## src/usb_phy_ctrl_regs.svh

```systemverilog
// Purpose: Register indices, field positions and reset values of the USB PHY control block
// Assumes: Register byte address is four times its index
// Notes: Definitions only
`ifndef USB_PHY_CTRL_REGS_SVH
`define USB_PHY_CTRL_REGS_SVH

`define IDX_USB_PHY_SETUP 16'hf008
`define IDX_USB_PHY_RESET_CONTROL 16'hf00a
`define IDX_USB_PORT_ADAPTER_SETUP 16'hf00c
`define IDX_USB_PHY_STATE 16'hf011
`define IDX_BYTE_SHIFT 2

`define SETUP_OSC_HI 14
`define SETUP_OSC_LO 12
`define SETUP_ID_PAD 11
`define SETUP_LPM 10
`define SETUP_PLL 9
`define SETUP_STUFF 8
`define SETUP_DM_PD 7
`define SETUP_DP_PD 6
`define SETUP_SUSPEND_N 5
`define SETUP_OPMODE_HI 4
`define SETUP_OPMODE_LO 3
`define SETUP_TERM 2
`define SETUP_XCVR_HI 1
`define SETUP_XCVR_LO 0
`define SETUP_RESET 15'h102d

`define RSTCTL_XCVR_IF 1
`define RSTCTL_PON 0
`define RSTCTL_RESET 2'h2

`define ADAPT_FLAG_MODE 1
`define ADAPT_GATE_VALID 0
`define ADAPT_RESET 2'h0

`define STATE_SELF_TEST 4
`define STATE_ID_PAD 3
`define STATE_DISCONNECT 2
`define STATE_LINE_HI 1
`define STATE_LINE_LO 0

`define AXI_RESP_OKAY 2'h0
`define AXI_RESP_SLVERR 2'h2

`endif

```

## src/usb_phy_ctrl_pkg.sv

```systemverilog
// Purpose: Types shared by the USB PHY control block
// Assumes: Nothing beyond the register header
// Notes: Encodings follow the UTMI signal values
package usb_phy_ctrl_pkg;
  typedef enum logic [1:0] {
    LINE_SE0 = 2'h0,
    LINE_J = 2'h1,
    LINE_K = 2'h2,
    LINE_SE1 = 2'h3
  } line_state_t;
  typedef logic [1:0] op_mode_t;
  typedef logic [1:0] xcvr_select_t;
  typedef logic [2:0] osc_code_t;
endpackage

```

## src/rx_flag_if.sv

```systemverilog
// Purpose: Carries adapter settings and synchronised line state to the flag mapper
// Assumes: Single clock domain
// Notes: Driven by the register block, read by the mapper
interface rx_flag_if;
  logic flag_mode;
  logic valid_gated_by_active;
  usb_phy_ctrl_pkg::line_state_t line_state;
  modport regs (output flag_mode, output valid_gated_by_active, output line_state);
  modport mapper (input flag_mode, input valid_gated_by_active, input line_state);
endinterface

```

## src/usb_rx_flag_mapper.sv

```systemverilog
// Purpose: Maps PHY receive status onto two one-bit processor flags
// Assumes: rx_active and rx_valid come from the PHY clock domain
// Notes: Flags are registered, three cycles behind the pins
module usb_rx_flag_mapper (
  // Clock and reset
  input wire logic aclk,
  input wire logic aresetn,
  // Settings
  rx_flag_if.mapper cfg,
  // PHY receive status
  input wire logic rx_active,
  input wire logic rx_valid,
  // Processor flags
  output logic flag_a,
  output logic flag_b
);
  import usb_phy_ctrl_pkg::*;

  logic [1:0] active_sync;
  logic [1:0] valid_sync;
  logic next_a;
  logic next_b;

  always_ff @(posedge aclk) begin
    if (!aresetn) begin
      active_sync <= 2'h0;
      valid_sync <= 2'h0;
    end else begin
      active_sync <= {active_sync[0], rx_active};
      valid_sync <= {valid_sync[0], rx_valid};
    end
  end

  always_comb begin
    if (cfg.flag_mode) begin
      next_a = cfg.line_state[0];
      next_b = cfg.line_state[1];
    end else begin
      next_a = active_sync[1];
      next_b = cfg.valid_gated_by_active ? (valid_sync[1] & active_sync[1])
                                         : valid_sync[1];
    end
  end

  always_ff @(posedge aclk) begin
    if (!aresetn) begin
      flag_a <= 1'b0;
      flag_b <= 1'b0;
    end else begin
      flag_a <= next_a;
      flag_b <= next_b;
    end
  end
endmodule

```

## src/usb_phy_utmi_control_shim.sv

```systemverilog
// Purpose: AXI4-Lite register block driving the static UTMI controls of an on-chip USB PHY
// Assumes: PHY status inputs are asynchronous to aclk and pass two flip-flops
// Notes: Write answers two cycles after both channels are taken, reads one cycle after
//
// Function
// Three-bit oscillator code drives PHY reference setting, resets to 1
// Setup bit 11 enables ID pad detection, resets to 0
// Setup bit 10 enables link power management, resets to 0
// Setup bit 9 enables the PHY PLL, resets to 0
// Setup bit 8 enables transmit bit stuffing, resets to 0
// Setup bits 7 and 6 enable D-minus and D-plus pulldowns, reset 0
// Setup bit 5 drives SuspendM directly, resets to 1
// Setup bits 4:3 drive OpMode directly, reset to 1
// Setup bit 2 drives TermSelect directly, resets to 1
// Setup bits 1:0 drive XcvrSelect directly, reset to 1
// Reset-control bit 1 holds transceiver interface in reset until cleared
// Reset-control bit 0 releases PHY power-on reset when set
// Two processor flags carry receive status from the PHY
// Adapter bit 1 selects line state instead of active and valid
// Adapter bit 0 gates receive-valid flag with receive-active
// Status bit 4 shows PHY self-test passed, resets to 0
// Status bit 3 shows ID pad above 100 kilohm, resets to 0
// Status bit 2 shows no device attached
// Status bits 1:0 show UTMI line state
// Reserved bits read zero; status register ignores writes
`include "usb_phy_ctrl_regs.svh"

module usb_phy_utmi_control_shim #(
  parameter int ADDR_W = 18
) (
  // Clock and reset
  input wire logic aclk,
  input wire logic aresetn,
  // AXI4-Lite write address
  input wire logic [ADDR_W-1:0] s_axi_awaddr,
  input wire logic [2:0] s_axi_awprot,
  input wire logic s_axi_awvalid,
  output logic s_axi_awready,
  // AXI4-Lite write data
  input wire logic [31:0] s_axi_wdata,
  input wire logic [3:0] s_axi_wstrb,
  input wire logic s_axi_wvalid,
  output logic s_axi_wready,
  // AXI4-Lite write response
  output logic [1:0] s_axi_bresp,
  output logic s_axi_bvalid,
  input wire logic s_axi_bready,
  // AXI4-Lite read address
  input wire logic [ADDR_W-1:0] s_axi_araddr,
  input wire logic [2:0] s_axi_arprot,
  input wire logic s_axi_arvalid,
  output logic s_axi_arready,
  // AXI4-Lite read data
  output logic [31:0] s_axi_rdata,
  output logic [1:0] s_axi_rresp,
  output logic s_axi_rvalid,
  input wire logic s_axi_rready,
  // UTMI static controls toward the PHY
  output usb_phy_ctrl_pkg::osc_code_t osc_freq_select,
  output logic id_pin_detect_enable,
  output logic link_power_mgmt_enable,
  output logic phy_pll_enable,
  output logic tx_stuffing_enable,
  output logic dminus_pulldown_enable,
  output logic dplus_pulldown_enable,
  output logic suspend_n,
  output usb_phy_ctrl_pkg::op_mode_t op_mode,
  output logic termination_select_value,
  output usb_phy_ctrl_pkg::xcvr_select_t xcvr_select,
  // PHY resets
  output logic transceiver_if_reset,
  output logic phy_poweron_reset_release,
  // PHY status inputs
  input wire logic self_test_passed,
  input wire logic id_pad_high_resistance,
  input wire logic no_device_attached,
  input wire usb_phy_ctrl_pkg::line_state_t bus_line_state,
  input wire logic rx_active,
  input wire logic rx_valid,
  // Receive flags toward the processor
  output logic rx_flag_a,
  output logic rx_flag_b
);
  import usb_phy_ctrl_pkg::*;

  localparam int IDX_W = ADDR_W - `IDX_BYTE_SHIFT;

  // Write channel holding state
  logic aw_held;
  logic w_held;
  logic [IDX_W-1:0] aw_index;
  logic [31:0] w_data;
  logic [3:0] w_strb;
  logic do_write;

  // Register fields
  logic flag_mode;
  logic valid_gated_by_active;

  // Status synchronisers
  logic [4:0] status_meta;
  logic [4:0] status_sync;

  rx_flag_if flag_bus ();

  // Byte-lane merge of a write into an existing word
  function automatic logic [31:0] merge_word(input logic [31:0] old_word,
                                             input logic [31:0] new_word,
                                             input logic [3:0] strb);
    logic [31:0] merged;
    merged = old_word;
    for (int b = 0; b < 4; b++) begin
      if (strb[b]) begin
        merged[8*b +: 8] = new_word[8*b +: 8];
      end
    end
    return merged;
  endfunction

  function automatic logic index_mapped(input logic [IDX_W-1:0] idx);
    return (idx == IDX_W'(`IDX_USB_PHY_SETUP)) ||
           (idx == IDX_W'(`IDX_USB_PHY_RESET_CONTROL)) ||
           (idx == IDX_W'(`IDX_USB_PORT_ADAPTER_SETUP)) ||
           (idx == IDX_W'(`IDX_USB_PHY_STATE));
  endfunction

  // Current contents of each register as a word, and each writable word with a write merged in
  logic [31:0] setup_word;
  logic [31:0] reset_ctl_word;
  logic [31:0] adapter_word;
  logic [31:0] state_word;
  logic [31:0] next_setup;
  logic [31:0] next_reset_ctl;
  logic [31:0] next_adapter;

  always_comb begin
    setup_word = 32'h0;
    setup_word[`SETUP_OSC_HI:`SETUP_OSC_LO] = osc_freq_select;
    setup_word[`SETUP_ID_PAD] = id_pin_detect_enable;
    setup_word[`SETUP_LPM] = link_power_mgmt_enable;
    setup_word[`SETUP_PLL] = phy_pll_enable;
    setup_word[`SETUP_STUFF] = tx_stuffing_enable;
    setup_word[`SETUP_DM_PD] = dminus_pulldown_enable;
    setup_word[`SETUP_DP_PD] = dplus_pulldown_enable;
    setup_word[`SETUP_SUSPEND_N] = suspend_n;
    setup_word[`SETUP_OPMODE_HI:`SETUP_OPMODE_LO] = op_mode;
    setup_word[`SETUP_TERM] = termination_select_value;
    setup_word[`SETUP_XCVR_HI:`SETUP_XCVR_LO] = xcvr_select;
  end

  always_comb begin
    reset_ctl_word = 32'h0;
    reset_ctl_word[`RSTCTL_XCVR_IF] = transceiver_if_reset;
    reset_ctl_word[`RSTCTL_PON] = phy_poweron_reset_release;
    adapter_word = 32'h0;
    adapter_word[`ADAPT_FLAG_MODE] = flag_mode;
    adapter_word[`ADAPT_GATE_VALID] = valid_gated_by_active;
    state_word = 32'h0;
    state_word[`STATE_SELF_TEST] = status_sync[4];
    state_word[`STATE_ID_PAD] = status_sync[3];
    state_word[`STATE_DISCONNECT] = status_sync[2];
    state_word[`STATE_LINE_HI:`STATE_LINE_LO] = status_sync[1:0];
  end

  always_comb begin
    next_setup = merge_word(setup_word, w_data, w_strb);
    next_reset_ctl = merge_word(reset_ctl_word, w_data, w_strb);
    next_adapter = merge_word(adapter_word, w_data, w_strb);
  end

  // Write address and data are taken in either order and held until used
  assign s_axi_awready = !aw_held && !s_axi_bvalid;
  assign s_axi_wready = !w_held && !s_axi_bvalid;
  assign do_write = aw_held && w_held && !s_axi_bvalid;

  // One strobe per writable register; the status index has none, so writes there vanish
  // Protection attributes are accepted on both address channels and carry no meaning here
  logic wr_setup;
  logic wr_reset_ctl;
  logic wr_adapter;

  assign wr_setup = do_write && (aw_index == IDX_W'(`IDX_USB_PHY_SETUP));
  assign wr_reset_ctl = do_write && (aw_index == IDX_W'(`IDX_USB_PHY_RESET_CONTROL));
  assign wr_adapter = do_write && (aw_index == IDX_W'(`IDX_USB_PORT_ADAPTER_SETUP));

  always_ff @(posedge aclk) begin
    if (!aresetn) begin
      aw_held <= 1'b0;
      aw_index <= '0;
    end else if (s_axi_awvalid && s_axi_awready) begin
      aw_held <= 1'b1;
      aw_index <= s_axi_awaddr[ADDR_W-1:`IDX_BYTE_SHIFT];
    end else if (do_write) begin
      aw_held <= 1'b0;
    end
  end

  always_ff @(posedge aclk) begin
    if (!aresetn) begin
      w_held <= 1'b0;
      w_data <= 32'h0;
      w_strb <= 4'h0;
    end else if (s_axi_wvalid && s_axi_wready) begin
      w_held <= 1'b1;
      w_data <= s_axi_wdata;
      w_strb <= s_axi_wstrb;
    end else if (do_write) begin
      w_held <= 1'b0;
    end
  end

  // Unmapped writes get SLVERR; writes to the status word are dropped but answered OKAY
  always_ff @(posedge aclk) begin
    if (!aresetn) begin
      s_axi_bvalid <= 1'b0;
      s_axi_bresp <= `AXI_RESP_OKAY;
    end else if (do_write) begin
      s_axi_bvalid <= 1'b1;
      s_axi_bresp <= index_mapped(aw_index) ? `AXI_RESP_OKAY : `AXI_RESP_SLVERR;
    end else if (s_axi_bready) begin
      s_axi_bvalid <= 1'b0;
    end
  end

  // Setup register fields, each driven straight to the PHY
  always_ff @(posedge aclk) begin
    if (!aresetn) begin
      osc_freq_select <= osc_code_t'(`SETUP_RESET >> `SETUP_OSC_LO);
      id_pin_detect_enable <= 1'b0;
      link_power_mgmt_enable <= 1'b0;
      phy_pll_enable <= 1'b0;
      tx_stuffing_enable <= 1'b0;
      dminus_pulldown_enable <= 1'b0;
      dplus_pulldown_enable <= 1'b0;
      suspend_n <= 1'b1;
      op_mode <= op_mode_t'(`SETUP_RESET >> `SETUP_OPMODE_LO);
      termination_select_value <= 1'b1;
      xcvr_select <= xcvr_select_t'(`SETUP_RESET);
    end else if (wr_setup) begin
      osc_freq_select <= next_setup[`SETUP_OSC_HI:`SETUP_OSC_LO];
      id_pin_detect_enable <= next_setup[`SETUP_ID_PAD];
      link_power_mgmt_enable <= next_setup[`SETUP_LPM];
      phy_pll_enable <= next_setup[`SETUP_PLL];
      tx_stuffing_enable <= next_setup[`SETUP_STUFF];
      dminus_pulldown_enable <= next_setup[`SETUP_DM_PD];
      dplus_pulldown_enable <= next_setup[`SETUP_DP_PD];
      suspend_n <= next_setup[`SETUP_SUSPEND_N];
      op_mode <= next_setup[`SETUP_OPMODE_HI:`SETUP_OPMODE_LO];
      termination_select_value <= next_setup[`SETUP_TERM];
      xcvr_select <= next_setup[`SETUP_XCVR_HI:`SETUP_XCVR_LO];
    end
  end

  // PHY stays in power-on reset and the transceiver interface held until software acts
  always_ff @(posedge aclk) begin
    if (!aresetn) begin
      transceiver_if_reset <= 1'(`RSTCTL_RESET >> `RSTCTL_XCVR_IF);
      phy_poweron_reset_release <= 1'b0;
    end else if (wr_reset_ctl) begin
      transceiver_if_reset <= next_reset_ctl[`RSTCTL_XCVR_IF];
      phy_poweron_reset_release <= next_reset_ctl[`RSTCTL_PON];
    end
  end

  always_ff @(posedge aclk) begin
    if (!aresetn) begin
      flag_mode <= 1'b0;
      valid_gated_by_active <= 1'b0;
    end else if (wr_adapter) begin
      flag_mode <= next_adapter[`ADAPT_FLAG_MODE];
      valid_gated_by_active <= next_adapter[`ADAPT_GATE_VALID];
    end
  end

  // PHY status crosses from its own domain; bits may be caught mid-change
  always_ff @(posedge aclk) begin
    if (!aresetn) begin
      status_meta <= 5'h00;
      status_sync <= 5'h00;
    end else begin
      status_meta <= {self_test_passed, id_pad_high_resistance, no_device_attached,
                      bus_line_state};
      status_sync <= status_meta;
    end
  end

  // Read channel: one read at a time, answered the cycle after the address
  assign s_axi_arready = !s_axi_rvalid;

  // Decoded from the live address so the word is ready at the edge that takes it
  logic [31:0] read_word;
  logic [1:0] read_resp;

  always_comb begin
    read_word = 32'h0;
    read_resp = `AXI_RESP_OKAY;
    case (s_axi_araddr[ADDR_W-1:`IDX_BYTE_SHIFT])
      IDX_W'(`IDX_USB_PHY_SETUP): begin
        read_word = setup_word;
      end
      IDX_W'(`IDX_USB_PHY_RESET_CONTROL): begin
        read_word = reset_ctl_word;
      end
      IDX_W'(`IDX_USB_PORT_ADAPTER_SETUP): begin
        read_word = adapter_word;
      end
      IDX_W'(`IDX_USB_PHY_STATE): begin
        read_word = state_word;
      end
      default: begin
        read_resp = `AXI_RESP_SLVERR;
      end
    endcase
  end

  always_ff @(posedge aclk) begin
    if (!aresetn) begin
      s_axi_rvalid <= 1'b0;
      s_axi_rdata <= 32'h0;
      s_axi_rresp <= `AXI_RESP_OKAY;
    end else if (s_axi_arvalid && s_axi_arready) begin
      s_axi_rvalid <= 1'b1;
      s_axi_rdata <= read_word;
      s_axi_rresp <= read_resp;
    end else if (s_axi_rready) begin
      s_axi_rvalid <= 1'b0;
    end
  end

  // Mapper sees the already synchronised line state, so both paths agree
  assign flag_bus.flag_mode = flag_mode;
  assign flag_bus.valid_gated_by_active = valid_gated_by_active;
  assign flag_bus.line_state = line_state_t'(status_sync[1:0]);

  usb_rx_flag_mapper u_flag_mapper (
    .aclk(aclk),
    .aresetn(aresetn),
    .cfg(flag_bus.mapper),
    .rx_active(rx_active),
    .rx_valid(rx_valid),
    .flag_a(rx_flag_a),
    .flag_b(rx_flag_b)
  );
endmodule

```

## config.mk

```make
export PLATFORM = sky130hd
export DESIGN_NAME = usb_phy_utmi_control_shim
export DESIGN_NICKNAME = d
export VERILOG_FILES = /design/src/usb_phy_ctrl_pkg.sv /design/src/rx_flag_if.sv /design/src/usb_rx_flag_mapper.sv /design/src/usb_phy_utmi_control_shim.sv
export VERILOG_INCLUDE_DIRS = /design/src
export SDC_FILE = /design/constraint.sdc
export NUM_CORES = 1
export LEC_CHECK = 0
export BUFFER_PORTS_ARGS = -buffer_cell sky130_fd_sc_hd__buf_2
export CAP_MARGIN = 5
export CORE_ASPECT_RATIO = 0.6
export CORE_MARGIN = 2
export CORE_UTILIZATION = 47
export CTS_CLUSTER_SIZE = 12
export DETAILED_ROUTE_END_ITERATION = 12
export MAX_ROUTING_LAYER = met4
export PLACE_DENSITY_LB_ADDON = 0.15
export SLEW_MARGIN = 20
export SYNTH_ARGS = -nofsm -noshare
export SYNTH_HDL_FRONTEND = slang
export SYNTH_SLANG_ARGS = --single-unit
```

## constraint.sdc

```tcl
create_clock -name aclk -period 2 [get_ports aclk]
set_input_delay 0.1 -clock aclk [delete_from_list [all_inputs] [get_ports aclk]]
set_output_delay 0.1 -clock aclk [all_outputs]
set_load 0.005 [all_outputs]
```

==> flow_summary.toml <==
[routing]
wl_per_cell_um = 13.9
wl_um = 9080
dr_total_vias = 3324
viasPerCell = 5.07
postRouteAntennaNets = 0
first_pass_iters = 4
route.detailed.drc = 0
drt_iter0_drc = 226

[clocking]
cts.clk_slew.worst_paths_ns = 0.06
cts_tree = "built"
clock-root-buffer = "clkbuf_16"
htree_num_levels = 3
ctsLongestPathBuffers = 2
clk-insertion-delay-late_ns = 0.33
cts.sinks = 89
cts_inserted_buffers = 9
post-cts-setup-buffer-count = 0

[worst_hold_path]
hold_start = "s_axi_wdata[7]"
min_to = "w_data[7]"
hp-class = "in -> reg"
whs_path_depth = 3

[timing]
min_period_ns = 1.71
report.final.slew_viol_count = 0
hold_ws_ns = 0.00533
worstMarginPinSlew_ns = 0.651
slew_headroom = 0.564
finalSetupTns_ns = 0
rsz0062_at_grt = "false"
clock.fmax_mhz = 584
hold_viol_final = 0
setup_viol = 0
min_period_over_period = 0.857
skew_ns = 0.00393

[setup_path]
crit_path_end_kind = "flop"
rr_endpoint = "osc_freq_select[0]"
r2r_start = "aw_index[5]"
critPathRequiredTime_ns = 2.23
cpLargestDelayFamily = "simple AND/OR/NAND/NOR gates"
critPathArrivalTime_ns = 1.94
crit_path_max_fanout = 8
r2r_slack_ns = 0.29
slowest_delay_ns = 0.37
cp_cell_sequence = "nor4b_1 > buf_4 > and4_1 > nand2_1 > a211o_1"
cp-start-kind = "flop"
worstRegToRegCells = 5
worst_path_max_delay_cell = "and4_1"
crit_buf_inv = 1
crit_type = "reg -> reg"

[synth]
yosysTopAreaCellShare = 0.499
ys.flop_type = "dfxtp_1"
syn_inst = 421
synth_edf_count = 0
yosys.area.top_type = "dfxtp_1"
synthArstFlopShare = 0
synth_area_per_cell_um2 = 8.47
yosys-top-cells-area = "dfxtp_1 50%, nand2_1 8.0%, a21oi_1 7.6%, nand3_1 4.5%, buf_4 4.0%"
synth_cell_types = 42
ys_warn_count = 0
synth_seq_area_share = 0.499
yosys_register_bits = 89
netlist_area_um2 = 3570

[power_and_ir_drop]
ir_drop_mv = 0.515
power_density_nw_per_um2 = 874
leakage_nw = 1.97

[place]
dp_hpwl_um = 6410
io_buffers = 103
place.gp.congestion = 0.932

[status]
outcome = "complete, no violations"

[grt]
grt_pass1_wl_um = 14600
grt-ovfl-total = 0
gr-usage-all-layers = 0.231
grt_pass1_vias = 3080
grt_max_degree = 65
grt_antenna_before_repair = 0

[finish]
n_fill_cell = 653
diodes = 0
register_area_um2 = 1780
area_growth_pct = 32.6
post-route-util = 0.648
drive_above_1_share = 0.256
multi_input_area_um2 = 1590
fin_nets = 638

[floorplan]
ios = 152
die_x_um = 116
core_um2 = 7300
die_area_um2 = 8330
initial_utilization = 0.489
die_h_um = 71.5
rows = 24

[flow_run]
drv_cap = 0
[report_power, final]
| group | internal [mW] | switching (mW) | leakage, nW | total [mW] |
|---|---|---|---|---|
| Combinational | 0.158 | 0.187 | 1.08 | 0.344 |
| Sequential | 1.84 | 0.0408 | 0.727 | 1.88 |
| Clock | 1.23 | 0.683 | 0.163 | 1.91 |
[Yosys cell counts, types with 3 or more instances]
cell / instances
nand2b_1: 4
nand3_1: 32
nor3_1: 3
mux2i_1: 3
a211o_2: 3
and3_1: 3
o21ai_0: 19
buf_1: 4
a21oi_1: 54
dfxtp_1: 89
nand2_1: 76
inv_1: 7
o21a_1: 4
a32oi_1: 12
clkbuf_1: 17
nand4_1: 5
and2_1: 17
buf_4: 19
nor2_1: 16
and3b_1: 3
[area by class of cell]
type	count	area share
timing repair buffer	140	0.181
clock inverter	6	0.0243
tap	104	0.0275
inverter	7	0.00555
multi-input combinational	299	0.336
clock buffer	10	0.0484
sequential	89	0.377
[cells in the final DEF (no fill, tap or decap), drive strengths merged, types with 3 or more instances in the layout]
cell type	Yosys	routed
o21a	4	4
conb	1	19
nor2	16	16
buf	25	114
nand3	32	32
and3b	3	3
nand2	76	76
and3	3	3
inv	7	8
nand4	5	5
a211o	4	4
o21ai	21	21
bufinv	0	3
nor3	4	4
nand2b	4	4
a21oi	54	54
dlygate4sd3	0	26
nor4b	3	3
and2	17	17
clkbuf	19	10
dfxtp	89	89
mux2i	3	3
a32oi	12	12
[routing by layer]
metal / part of all wire / track usage / wire length (um) / vias up
met1: 0.48 / 0.320 / 4400 / 1528
met3: 0.072 / 0.0533 / 656 / 6
met2: 0.43 / 0.337 / 3950 / 119
li1: - / - / - / 1671
met5: 0 / - / 0 / -
met4: 0.0082 / 0.0741 / 74 / 0
[how the worst max path moves through the flow]
stage                    start            endpoint  slack [ns]  cells past startpoint
6_report           aw_index[5]  osc_freq_select[0]        0.29                      5
5_1_grt            aw_index[5]          op_mode[1]        0.12                      6
4_1_cts            aw_index[5]  osc_freq_select[1]        0.25                      6
3_5_place_dp   s_axi_araddr[7]      s_axi_rdata[1]        0.17                      5
3_3_place_gp   s_axi_araddr[7]      s_axi_rdata[0]        0.19                      5
2_1_floorplan     s_axi_rvalid      s_axi_rdata[0]        0.24                      5
[per-stage QoR]
stage          instances  setup slack [ns]  cell area, um2  power, mW
3_3_place_gp         613             0.191            4120       2.21
4_1_cts              655             0.247            4730       4.16
2_1_floorplan        439             0.242            3630       2.12
5_1_grt              655             0.124            4730       4.29
3_5_place_dp         613             0.172            4120       2.22
6_report             655             0.287            4730       4.14
[cell families after synthesis]
logic type             Yosys count  share of synthesized area
and+or+nand+nor                178                      0.252
AOI/OAI and AO/OA               99                      0.164
DFF                             89                      0.499
buffers and inverters           51                     0.0751
muxes                            3                    0.00842
other                            1                    0.00105
[state kept, by name (all words and copies together) (netlist names), 2 cells and up]
register	flops
u_flag_mapper.active_sync	2
s_axi_rdata	15
status_meta	5
osc_freq_select	3
w_strb	2
w_data	15
u_flag_mapper.valid_sync	2
xcvr_select	2
op_mode	2
status_sync	5
aw_index	16
[worst register-to-register path, stage by stage, from the launching register on]
cell	delay, ns
dfxtp_1	0.31
nor4b_1	0.34
buf_4	0.21
and4_1	0.37
nand2_1	0.09
a211o_1	0.29
[timing repair]
action | CTS | global route
hold endpoints to repair | 26 | 0
hold buffers | 26 | 0
endpoints found under the setup margin | 0 | 2
resized for setup | 0 | 1
(Power assumes the default switching activity.)
